## config.mk

```make
export PLATFORM = sky130hd
export DESIGN_NAME = pcs_top
export DESIGN_NICKNAME = d
export VERILOG_FILES = /design/src/hw/pcs_pkg.sv /design/src/hw/pcs_top.sv
export VERILOG_INCLUDE_DIRS = /design/src /design/src/hw
export SDC_FILE = /design/constraint.sdc
export NUM_CORES = 2
export LEC_CHECK = 0
export BUFFER_PORTS_ARGS = -buffer_cell sky130_fd_sc_hd__clkbuf_2
export CAP_MARGIN = 20
export CORE_ASPECT_RATIO = 2
export CORE_MARGIN = 1
export CORE_UTILIZATION = 40
export CTS_CLUSTER_DIAMETER = 150
export DETAILED_ROUTE_END_ITERATION = 7
export GPL_ROUTABILITY_DRIVEN = 0
export GPL_TIMING_DRIVEN = 0
export PLACE_DENSITY = 0.54
export SYNTH_ARGS = -nofsm -noshare
export SYNTH_HDL_FRONTEND = slang
export SYNTH_SLANG_ARGS = --single-unit
```

## constraint.sdc

```tcl
create_clock -name clk -period 4.19 [get_ports clk]
set_clock_uncertainty 0.05 [all_clocks]
set_input_delay 0.2095 -clock clk [delete_from_list [all_inputs] [get_ports clk]]
set_output_delay 0.2095 -clock clk [all_outputs]
set_load 0.05 [all_outputs]
```

## src/hw/pcs_defines.svh

```systemverilog
// constants of the six-output modulator: register offsets, field positions, reset values
// assumes byte addresses on a 32-bit register bus, one aligned word per register
`ifndef PCS_DEFINES_SVH
`define PCS_DEFINES_SVH

// ----------------------------------------------------------------
// register offsets
// ----------------------------------------------------------------
`define PCS_OFF_CTRL 8'h00
`define PCS_OFF_PRESCALE 8'h04
`define PCS_OFF_PERIOD 8'h08
`define PCS_OFF_SYNC_DELAY 8'h0C
`define PCS_OFF_TRAP_CTRL 8'h10
`define PCS_OFF_STATUS 8'h14
`define PCS_OFF_EVENT 8'h18
`define PCS_OFF_EVENT_EN 8'h1C
`define PCS_OFF_CAP0 8'h20
`define PCS_OFF_CAP1 8'h24
`define PCS_OFF_CAP2 8'h28
`define PCS_OFF_RISE_BASE 3'h2
`define PCS_OFF_FALL_BASE 3'h3

// ----------------------------------------------------------------
// field positions
// ----------------------------------------------------------------
`define PCS_CTRL_RUN 0
`define PCS_CTRL_ONCE 1
`define PCS_CTRL_BURST 2
`define PCS_CTRL_MASTER 3
`define PCS_CTRL_SLAVE 4
`define PCS_TRAP_EN 6
`define PCS_EV_FALL 6
`define PCS_EV_CAP 12
`define PCS_EV_OVF 15
`define PCS_EV_TRAP 16
`define PCS_PIN_TRAP 3
`define PCS_PIN_SYNC 4
`define PCS_PIN_TRANS 5
`define PCS_PIN_CARRIER 6

// ----------------------------------------------------------------
// reset values and bus answers
// ----------------------------------------------------------------
`define PCS_RST_CTRL 6'h00
`define PCS_RST_PRESCALE 16'h0000
`define PCS_RST_PERIOD 16'hFFFF
`define PCS_RST_SYNC_DELAY 16'h0000
`define PCS_RST_TRAP_CTRL 7'h00
`define PCS_RESP_OKAY 2'h0
`define PCS_RESP_SLVERR 2'h2

`endif

```

## src/hw/pcs_pkg.sv

```systemverilog
// types of the six-output modulator
// assumes pcs_defines.svh for all numeric constants
`default_nettype none

package pcs_pkg;

  // ----------------------------------------------------------------
  // whole state of the block, one register
  // ----------------------------------------------------------------
  typedef struct packed {
    logic awrdy;
    logic wrdy;
    logic arrdy;
    logic awh;
    logic [7:0] awa;
    logic wh;
    logic [31:0] wd;
    logic [3:0] ws;
    logic bvalid;
    logic [1:0] bresp;
    logic rvalid;
    logic [31:0] rdata;
    logic [1:0] rresp;
    logic [5:0] ctrl;
    logic [15:0] psc;
    logic [15:0] per;
    logic [15:0] dly;
    logic [6:0] trapc;
    logic [16:0] ien;
    logic [16:0] ist;
    logic [5:0][15:0] rise;
    logic [5:0][15:0] fall;
    logic pend;
    logic [15:0] psc_sh;
    logic [15:0] per_sh;
    logic [5:0][15:0] rise_sh;
    logic [5:0][15:0] fall_sh;
    logic once_sh;
    logic [15:0] pre;
    logic [15:0] cnt;
    logic running;
    logic run_prev;
    logic trapped;
    logic [5:0] wave;
    logic [5:0] pin;
    logic [2:0][15:0] cap;
    logic [6:0] s1;
    logic [6:0] s2;
    logic [6:0] s3;
    logic [6:0] f;
    logic dbusy;
    logic [15:0] dcnt;
    logic dxfer;
    logic sync_o;
    logic te_o;
    logic irq;
  } pcs_state_t;

endpackage : pcs_pkg

`default_nettype wire

```

## src/hw/pcs_top.sv

```systemverilog
// six-output modulator with capture, trap, burst mixing and chained synchronisation
// assumes a single 50 MHz clock; pins and chain inputs arrive asynchronously
`timescale 1ns/10ps
`default_nettype none
`include "pcs_defines.svh"

module pcs_top
  import pcs_pkg::*;
(
  // clock and reset
  input wire logic clk,
  input wire logic reset_n,
  // axi4-lite write address
  input wire logic awvalid,
  output logic awready,
  input wire logic [7:0] awaddr,
  input wire logic [2:0] awprot,
  // axi4-lite write data
  input wire logic wvalid,
  output logic wready,
  input wire logic [31:0] wdata,
  input wire logic [3:0] wstrb,
  // axi4-lite write response
  output logic bvalid,
  input wire logic bready,
  output logic [1:0] bresp,
  // axi4-lite read address
  input wire logic arvalid,
  output logic arready,
  input wire logic [7:0] araddr,
  input wire logic [2:0] arprot,
  // axi4-lite read data
  output logic rvalid,
  input wire logic rready,
  output logic [31:0] rdata,
  output logic [1:0] rresp,
  // external pins
  input wire logic [2:0] capture_in,
  input wire logic trap_in,
  input wire logic carrier_in,
  // chain inputs from the upstream module
  input wire logic sync_in,
  input wire logic trans_enable_in,
  // modulated outputs
  output logic [5:0] pwm_out,
  // chain outputs to the downstream module
  output logic sync_out,
  output logic trans_enable_out,
  // event request
  output logic irq
);

  pcs_state_t s_q;
  pcs_state_t s_d;

  // ----------------------------------------------------------------
  // byte-lane merge for register writes
  // ----------------------------------------------------------------
  function automatic logic [31:0] merge(input logic [31:0] old, input logic [31:0] nw,
                                        input logic [3:0] be);
    logic [31:0] r;
    r = old;
    for (int b = 0; b < 4; b++) begin
      if (be[b]) begin
        r[8*b +: 8] = nw[8*b +: 8];
      end
    end
    return r;
  endfunction : merge

  // ----------------------------------------------------------------
  // next state
  // ----------------------------------------------------------------
  always_comb begin
    logic [6:0] fe;
    logic [16:0] ev;
    logic [16:0] clr;
    logic restart;
    logic xfer;
    logic tick;
    logic [31:0] m;
    logic [2:0] idx;
    s_d = s_q;
    fe = 7'h00;
    ev = 17'h00000;
    clr = 17'h00000;
    restart = 1'b0;
    xfer = 1'b0;
    tick = 1'b0;
    m = 32'h00000000;
    idx = 3'h0;
    s_d.sync_o = 1'b0;
    s_d.te_o = 1'b0;

    // pin synchronisers: a level counts once the second and third stages agree
    s_d.s1 = {carrier_in, trans_enable_in, sync_in, trap_in, capture_in};
    s_d.s2 = s_q.s1;
    s_d.s3 = s_q.s2;
    for (int i = 0; i < 7; i++) begin
      if (s_q.s2[i] == s_q.s3[i]) begin
        s_d.f[i] = s_q.s2[i];
      end
    end
    fe = s_d.f & ~s_q.f;

    // start, stop and slave restart
    s_d.run_prev = s_q.ctrl[`PCS_CTRL_RUN];
    if (!s_q.ctrl[`PCS_CTRL_RUN]) begin
      s_d.running = 1'b0;
    end
    if (s_q.ctrl[`PCS_CTRL_RUN] && !s_q.run_prev) begin
      restart = 1'b1;
    end
    if (s_q.ctrl[`PCS_CTRL_SLAVE] && fe[`PCS_PIN_SYNC]) begin
      restart = s_q.ctrl[`PCS_CTRL_RUN];
    end
    if (s_q.ctrl[`PCS_CTRL_SLAVE] && fe[`PCS_PIN_TRANS]) begin
      xfer = 1'b1;
    end

    // prescaler and period counter
    if (s_q.running) begin
      if (s_q.pre == s_q.psc_sh) begin
        s_d.pre = 16'h0000;
        tick = 1'b1;
      end else begin
        s_d.pre = s_q.pre + 16'h0001;
      end
    end
    if (tick) begin
      if (s_q.cnt == s_q.per_sh) begin
        ev[`PCS_EV_OVF] = 1'b1;
        s_d.cnt = 16'h0000;
        if (s_q.once_sh) begin
          s_d.running = 1'b0;
        end else begin
          restart = 1'b1;
        end
      end else begin
        s_d.cnt = s_q.cnt + 16'h0001;
      end
    end
    if (restart) begin
      s_d.cnt = 16'h0000;
      s_d.pre = 16'h0000;
      s_d.running = 1'b1;
      if (s_q.pend && !s_q.ctrl[`PCS_CTRL_SLAVE]) begin
        xfer = 1'b1;
      end
    end

    // shadow transfer into the counter side
    if (xfer) begin
      s_d.psc_sh = s_q.psc;
      s_d.per_sh = s_q.per;
      s_d.rise_sh = s_q.rise;
      s_d.fall_sh = s_q.fall;
      s_d.once_sh = s_q.ctrl[`PCS_CTRL_ONCE];
      s_d.pend = 1'b0;
    end

    // edge placement per output, falling wins on equal counts; fresh shadows apply at restart
    if (tick || restart) begin
      for (int i = 0; i < 6; i++) begin
        if (s_d.cnt == s_d.rise_sh[i]) begin
          s_d.wave[i] = 1'b1;
          ev[i] = 1'b1;
        end
        if (s_d.cnt == s_d.fall_sh[i]) begin
          s_d.wave[i] = 1'b0;
          ev[`PCS_EV_FALL + i] = 1'b1;
        end
      end
    end

    // captures
    for (int c = 0; c < 3; c++) begin
      if (fe[c]) begin
        s_d.cap[c] = s_q.cnt;
        ev[`PCS_EV_CAP + c] = 1'b1;
      end
    end

    // trap entry
    if (s_q.trapc[`PCS_TRAP_EN] && fe[`PCS_PIN_TRAP]) begin
      s_d.trapped = 1'b1;
      ev[`PCS_EV_TRAP] = 1'b1;
    end

    // delayed master pulses; a new start reloads the delay
    if (s_q.dbusy) begin
      if (s_q.dcnt == 16'h0000) begin
        s_d.dbusy = 1'b0;
        s_d.sync_o = s_q.ctrl[`PCS_CTRL_MASTER];
        s_d.te_o = s_q.ctrl[`PCS_CTRL_MASTER] & s_q.dxfer;
      end else begin
        s_d.dcnt = s_q.dcnt - 16'h0001;
      end
    end
    if (restart) begin
      s_d.dbusy = 1'b1;
      s_d.dcnt = s_q.dly;
      s_d.dxfer = xfer;
    end

    // bus: address and data taken in either order
    if (awvalid && s_q.awrdy) begin
      s_d.awh = 1'b1;
      s_d.awa = awaddr;
    end
    if (wvalid && s_q.wrdy) begin
      s_d.wh = 1'b1;
      s_d.wd = wdata;
      s_d.ws = wstrb;
    end
    if (bvalid && bready) begin
      s_d.bvalid = 1'b0;
    end
    if (s_q.awh && s_q.wh && !s_q.bvalid) begin
      s_d.awh = 1'b0;
      s_d.wh = 1'b0;
      s_d.bvalid = 1'b1;
      s_d.bresp = `PCS_RESP_OKAY;
      idx = s_q.awa[4:2];
      case (s_q.awa)
        `PCS_OFF_CTRL: begin
          m = merge({26'h0, s_q.ctrl}, s_q.wd, s_q.ws);
          s_d.ctrl = m[5:0];
          s_d.pend = 1'b1;
        end
        `PCS_OFF_PRESCALE: begin
          m = merge({16'h0, s_q.psc}, s_q.wd, s_q.ws);
          s_d.psc = m[15:0];
          s_d.pend = 1'b1;
        end
        `PCS_OFF_PERIOD: begin
          m = merge({16'h0, s_q.per}, s_q.wd, s_q.ws);
          s_d.per = m[15:0];
          s_d.pend = 1'b1;
        end
        `PCS_OFF_SYNC_DELAY: begin
          m = merge({16'h0, s_q.dly}, s_q.wd, s_q.ws);
          s_d.dly = m[15:0];
        end
        `PCS_OFF_TRAP_CTRL: begin
          m = merge({25'h0, s_q.trapc}, s_q.wd, s_q.ws);
          s_d.trapc = m[6:0];
        end
        `PCS_OFF_EVENT: begin
          m = merge(32'h00000000, s_q.wd, s_q.ws);
          clr = m[16:0];
          if (clr[`PCS_EV_TRAP] && !s_q.f[`PCS_PIN_TRAP] && !ev[`PCS_EV_TRAP]) begin
            s_d.trapped = 1'b0;
          end
        end
        `PCS_OFF_EVENT_EN: begin
          m = merge({15'h0, s_q.ien}, s_q.wd, s_q.ws);
          s_d.ien = m[16:0];
        end
        default: begin
          if (s_q.awa[7:5] == `PCS_OFF_RISE_BASE && idx < 3'h6 && s_q.awa[1:0] == 2'h0) begin
            m = merge({16'h0, s_q.rise[idx]}, s_q.wd, s_q.ws);
            s_d.rise[idx] = m[15:0];
            s_d.pend = 1'b1;
          end else if (s_q.awa[7:5] == `PCS_OFF_FALL_BASE && idx < 3'h6
                       && s_q.awa[1:0] == 2'h0) begin
            m = merge({16'h0, s_q.fall[idx]}, s_q.wd, s_q.ws);
            s_d.fall[idx] = m[15:0];
            s_d.pend = 1'b1;
          end else begin
            s_d.bresp = `PCS_RESP_SLVERR;
          end
        end
      endcase
    end

    // event flags: a new event wins over a clear in the same cycle
    s_d.ist = (s_q.ist & ~clr) | ev;
    s_d.irq = |(s_d.ist & s_d.ien);

    // bus: read
    if (rvalid && rready) begin
      s_d.rvalid = 1'b0;
    end
    if (arvalid && s_q.arrdy) begin
      s_d.rvalid = 1'b1;
      s_d.rresp = `PCS_RESP_OKAY;
      s_d.rdata = 32'h00000000;
      idx = araddr[4:2];
      case (araddr)
        `PCS_OFF_CTRL: s_d.rdata = {26'h0, s_q.ctrl};
        `PCS_OFF_PRESCALE: s_d.rdata = {16'h0, s_q.psc};
        `PCS_OFF_PERIOD: s_d.rdata = {16'h0, s_q.per};
        `PCS_OFF_SYNC_DELAY: s_d.rdata = {16'h0, s_q.dly};
        `PCS_OFF_TRAP_CTRL: s_d.rdata = {25'h0, s_q.trapc};
        `PCS_OFF_STATUS: s_d.rdata = {s_q.cnt, 13'h0, s_q.pend, s_q.trapped, s_q.running};
        `PCS_OFF_EVENT: s_d.rdata = {15'h0, s_q.ist};
        `PCS_OFF_EVENT_EN: s_d.rdata = {15'h0, s_q.ien};
        `PCS_OFF_CAP0: s_d.rdata = {16'h0, s_q.cap[0]};
        `PCS_OFF_CAP1: s_d.rdata = {16'h0, s_q.cap[1]};
        `PCS_OFF_CAP2: s_d.rdata = {16'h0, s_q.cap[2]};
        default: begin
          if (araddr[7:5] == `PCS_OFF_RISE_BASE && idx < 3'h6 && araddr[1:0] == 2'h0) begin
            s_d.rdata = {16'h0, s_q.rise[idx]};
          end else if (araddr[7:5] == `PCS_OFF_FALL_BASE && idx < 3'h6
                       && araddr[1:0] == 2'h0) begin
            s_d.rdata = {16'h0, s_q.fall[idx]};
          end else begin
            s_d.rresp = `PCS_RESP_SLVERR;
          end
        end
      endcase
    end
    s_d.awrdy = ~s_d.awh & ~s_d.bvalid;
    s_d.wrdy = ~s_d.wh & ~s_d.bvalid;
    s_d.arrdy = ~s_d.rvalid;

    // output pins: trap levels, else waveform gated by carrier in burst mode
    for (int i = 0; i < 6; i++) begin
      if (s_d.trapped) begin
        s_d.pin[i] = s_q.trapc[i];
      end else if (s_q.ctrl[`PCS_CTRL_BURST]) begin
        s_d.pin[i] = s_d.wave[i] & s_d.f[`PCS_PIN_CARRIER];
      end else begin
        s_d.pin[i] = s_d.wave[i];
      end
    end
  end

  // ----------------------------------------------------------------
  // state register
  // ----------------------------------------------------------------
  always_ff @(posedge clk or negedge reset_n) begin
    if (!reset_n) begin
      s_q <= '0;
      s_q.ctrl <= `PCS_RST_CTRL;
      s_q.psc <= `PCS_RST_PRESCALE;
      s_q.per <= `PCS_RST_PERIOD;
      s_q.dly <= `PCS_RST_SYNC_DELAY;
      s_q.trapc <= `PCS_RST_TRAP_CTRL;
      s_q.psc_sh <= `PCS_RST_PRESCALE;
      s_q.per_sh <= `PCS_RST_PERIOD;
    end else begin
      s_q <= s_d;
    end
  end

  // ----------------------------------------------------------------
  // outputs
  // ----------------------------------------------------------------
  assign awready = s_q.awrdy;
  assign wready = s_q.wrdy;
  assign bvalid = s_q.bvalid;
  assign bresp = s_q.bresp;
  assign arready = s_q.arrdy;
  assign rvalid = s_q.rvalid;
  assign rdata = s_q.rdata;
  assign rresp = s_q.rresp;
  assign pwm_out = s_q.pin;
  assign sync_out = s_q.sync_o;
  assign trans_enable_out = s_q.te_o;
  assign irq = s_q.irq;

endmodule : pcs_top

`default_nettype wire

```

# --- After elaboration in Yosys (flattened, before gate mapping) ---
# Index checks and enable logic that the tools add are counted.
word_totals:
  ff_bits: 744
  inputBits: 72
classes:
  add_sub_neg: 3
  n_lt_le_gt_ge: 5
  eq_ne: 42
  n_mux: 143
  n_bitwise: 21
  n_reduce_logical: 52
op_table:
  columns: ["op", "count"]
  rows:
  - ["$pmux 32 s11", 1]
  - ["$mux 226", 1]
  - ["$eq 16x16->1", 14]
  - ["$bmux 16 s3", 4]
  - ["$bwmux 96", 2]
  - ["$mux 16", 11]
  - ["$mux 8", 22]
  - ["$mux 17", 6]
  - ["$mux 97", 1]
  - ["$mux 1", 77]
  - ["$eq 8x5->1 const B", 7]
  - ["$demux 16 s3", 1]
  - ["$mux 37", 1]
  - ["$mux 35", 1]
  - ["$and 17x17->17", 2]
  - ["$mux 33", 1]
  - ["$add 16x1->16 const B", 2]
  - ["$eq 8x4->1 const B", 4]
  - ["$reduce_and 3->1", 9]
  - ["$eq 8x6->1 const B", 3]
  - ["$logic_and 1x1->1", 23]
  - ["$mux 18", 1]
  - ["$not 17->17", 1]
  - ["$or 17x17->17", 1]
  - ["other kinds (31)", 70]

# --- Depth between registers and ports, before layout ---
depth:
  word_depth: 17
  depth_mapped: 17
  depth_no_buf: 11

# --- Worst setup path before layout ---
# No wires, ideal clock.
synth_path:
  path_type: "register -> register"
  startpoint: "reg s_q[340] in the netlist's numbering"
  endpoint: "reg s_q (netlist bit pwm_out[2])"
  setup_time_ns: 0.121
  arrival_time_ns: 3.178
  slack_ns: 0.841
  stages_incl_launch_ff: 14
  n_path_buf: 2
  synth_period_minus_slack_ns: 3.349
  path_cell_list: "dfstp_2 > xor2_1 > nor4_2 > and4_1 > buf_4 > a41oi_4 > buf_6 > mux2_2 > xnor2_1 > or4_1 > nor4_2 > nand3_1 > o21a_1 > a22o_1"
synth_lines:
  columns: ["element", "line_no", "text"]
  rows:
  - ["start, declared", "pcs_top.sv:53", "pcs_state_t s_q;"]

==> qor.yml <==
cts:
  cts_buffer_depth: 3
  clk_transition_reported_paths_ns: 0.07
  numCtsBuffers: 68
  clkSinkCount: 726
  clock-root-buffer: "clkbuf_16"
  clkLatencyLatePin_ns: 0.67
  h-tree-depth: 3
  cts_tree: "done"
yosys:
  synth_common_cells: "694 x dfrtp_1, 376 x nand2_1, 338 x mux2_2, 284 x o21ai_0, 147 x xnor2_1"
  yosysWarnings: 0
  synth_edf_count: 0
  synth-main-ff-cell: "dfrtp_1"
  synthMostInstantiatedCell: "dfrtp_1"
  ys_ff_latch: 726
  yosysUniqueCellTypes: 70
  async_flop_share_pct: 100.0
  synthTopCellsByArea: "dfrtp_1 50%, mux2_2 11%, mux4_2 5.2%, o21ai_0 4.1%, nand2_1 4.1%"
  yosysTopAreaCell: "dfrtp_1"
  netlist_area_mm2: 0.03480
  syn_inst: 3005
  synth_top_area_share_pct: 49.90
  synth.yosys.seq_area_share_pct: 52.32
  syn_avg_cell_area_um2: 11.58
floorplan:
  die_h_um: 419.1
  rows: 152
  io_pins: 122
  die_w_um: 210.6
  start_util_pct: 40.48
  core-area_mm2: 0.08596
  die_area_mm2: 0.08825
critical_path:
  crit_path_start_kind: "flop"
  cp.required_ns: 4.71
  arrival_ns: 5.10
  crit_type: "reg2reg"
  r2r_cells: 16
  cp-end-kind: "flop"
  worst_path_largest_cell_delay_ns: 0.65
  crit_top_cell: "buf_12"
  crit_path_cell_trace: "xor2_4, nor4_4, buf_6, and4_1, buf_6, a41oi_4, buf_12, buf_12, buf_12, mux2_4, xnor2_2, nor4_2, nand4_1, or4_4, o2111a_2, nand4b_1"
  slowest_stage: "or4_4"
  path_max_fanout: 5
global_route:
  grt_pass1_vias: 27980
  grt_pass1_wl_mm: 209.7
  grt_max_degree: 118
  grt.total_usage_pct: 35.01
  antenna_found_initial: 4
  gr-total-overflow: 0
placed_design:
  dp_slack_ns: -2.074
  port_buffers: 95
  numPlacedInstances: 4274
  dp_hpwl_mm: 113.4
drt:
  first_pass_iters: 6
  vias: 26670
  wl_per_cell_um: 33.04
  via_per_inst: 5.875
  ant_nets: 0
  wl_mm: 150.0
  drtIter0Drc: 2405
  drc_errors: 0
power_and_ir_drop:
  power.total_mw: 23.26
  leakage_nw: 19.69
  irDropWorstVdd_mv: 0.3592
  power-per-cell-area_mw_per_mm2: 550.3
finish:
  drive_above_1_share_pct: 29.98
  syn2layout_area_growth_pct: 21.46
  instances_no_fill: 4539
  final_net_count: 3406
  multi_input_area_mm2: 0.01634
  fillers: 7766
  regArea_mm2: 0.01821
outcome:
  status: "complete, but fails checks"
  violations: "setup timing"
sta:
  post-route-period-util_pct: 109.1
  whs_ns: 0.01912
  hold_violations: 0
  tightest_slew_ns: 1.177
  slew_headroom_pct: 21.53
  rsz0062_at_grt: "yes"
  setup_viol_count_final: 15
  min_period_ns: 4.573
  max_freq_ghz: 0.2187
  finalMaxSlewViolations: 0
  setup_ws_ns: -0.3832
run:
  max_cap_viol_count: 0
hold_path:
  hp-class: "in2async"
-- kinds of logic after synthesis --
kind of cell / after synthesis / synth area share (%)
other cells: 1 / 0.01078
fa+ha+maj: 10 / 0.3092
compound gates: 508 / 8.924
simple gates: 698 / 9.345
xor+xnor: 246 / 6.191
mux: 501 / 18.53
flops: 726 / 52.32
buf+inv: 315 / 4.372
-- timing repair --
| item | 4_1_cts | 5_1_grt |
|---|---|---|
| hold buffers | 41 | 0 |
| gates resized for setup | 234 | 67 |
| hold endpoints to repair | 162 | 0 |
| setup endpoints to repair | 182 | 97 |
| pin swaps | 55 | 32 |
| setup buffers | 68 | 26 |
| cloned | 2 | 0 |
-- worst paths after layout --
| kind | end | start | slack, ns |
|---|---|---|---|
| worst max-delay path | irq$_DFF_PN0_ | s_q[343]$_DFFE_PN1N_ | -0.38 |
| worst min-delay path | s_q[163]$_DFF_PN0_ | reset_n | 0.02 |
| worst max register to register | irq$_DFF_PN0_ | s_q[343]$_DFFE_PN1N_ | -0.38 |
| worst min register to register | s_d[34]$_DFF_PN0_ | s_d[41]$_DFF_PN0_ | 0.30 |
| max in group asynchronous | s_q[589]$_DFF_PN0_ | reset_n | 1.65 |
| min in group clk | rdata[1]$_DFFE_PN0P_ | araddr[7] | 0.07 |
-- state kept, by name, indices dropped and copies added (netlist names) --
name / count
pwm_out: 6
bresp: 1
wready: 1
bvalid: 1
awready: 1
trans_enable_out: 1
arready: 1
s_d: 15
s_q: 663
rresp: 1
irq: 1
rvalid: 1
sync_out: 1
rdata: 32
-- cell type report --
cell class              instances  area share (%)
clock buffers                 110           4.952
inverters                      97          0.8614
repair buffers                259           5.269
multi-input cells            1965           38.66
diodes                          2         0.01184
flip-flops and latches        726           43.09
well taps                    1155           3.419
clock inverters                11          0.2783
plain buffers                 214           3.463
-- placed cells by master (no fill, tap or decap), types with 16 or more instances in the layout --
cell | synthesis | layout
dfrtp_1 | 694 | 691
nand2_1 | 376 | 373
mux2_2 | 338 | 322
o21ai_0 | 284 | 284
buf_4 | 61 | 127
clkbuf_1 | 106 | 120
xnor2_1 | 147 | 115
clkbuf_2 | 0 | 100
inv_1 | 97 | 97
nor2_1 | 89 | 87
mux4_2 | 80 | 80
xor2_1 | 99 | 79
mux2i_1 | 81 | 76
clkbuf_16 | 0 | 71
a22oi_1 | 41 | 41
dlygate4sd3_1 | 0 | 41
a21oi_1 | 37 | 37
buf_6 | 10 | 36
nand4_1 | 33 | 33
o22ai_1 | 33 | 33
nand3_1 | 33 | 32
dfstp_2 | 32 | 32
nor3_1 | 29 | 22
nor4_1 | 37 | 21
nand2b_1 | 21 | 21
clkbuf_8 | 0 | 18
xnor2_4 | 0 | 17
mux2_4 | 1 | 17
buf_8 | 0 | 16
-- stage by stage --
stage          setup TNS, ns  util (%)  cell area (um^2)
5_1_grt               -2.969     49.17             42260
2_1_floorplan              0         -             34800
3_3_place_gp               -     42.72             36720
6_report              -2.845     49.17             42270
4_1_cts               -1.190     48.37             41580
3_5_place_dp         -100.17     43.11             37060
-- power breakdown --
group | internal (mW) | switching (mW)
combinational | 2.89 | 5.04
clock | 3.55 | 2.84
sequential | 7.93 | 1.01
total | 14.4 | 8.89
-- metal layers --
layer	GRT usage (%)	wire length (um)	part of all wire (%)
met1	32.58	44090	29
met2	62.42	76930	51
met3	6.262	8264	5.5
met4	35.62	20670	14
met5	0	14	0.0093
-- worst max-delay path, delay by kind of cell (launching register included) --
family,cells,cell delay (ns)
flops,1,0.58
simple gates,6,1.83
compound gates,2,0.51
mux,1,0.33
buf+inv,5,0.72
xor+xnor,2,0.45
No activity file was read; power rests on OpenSTA's default activity.
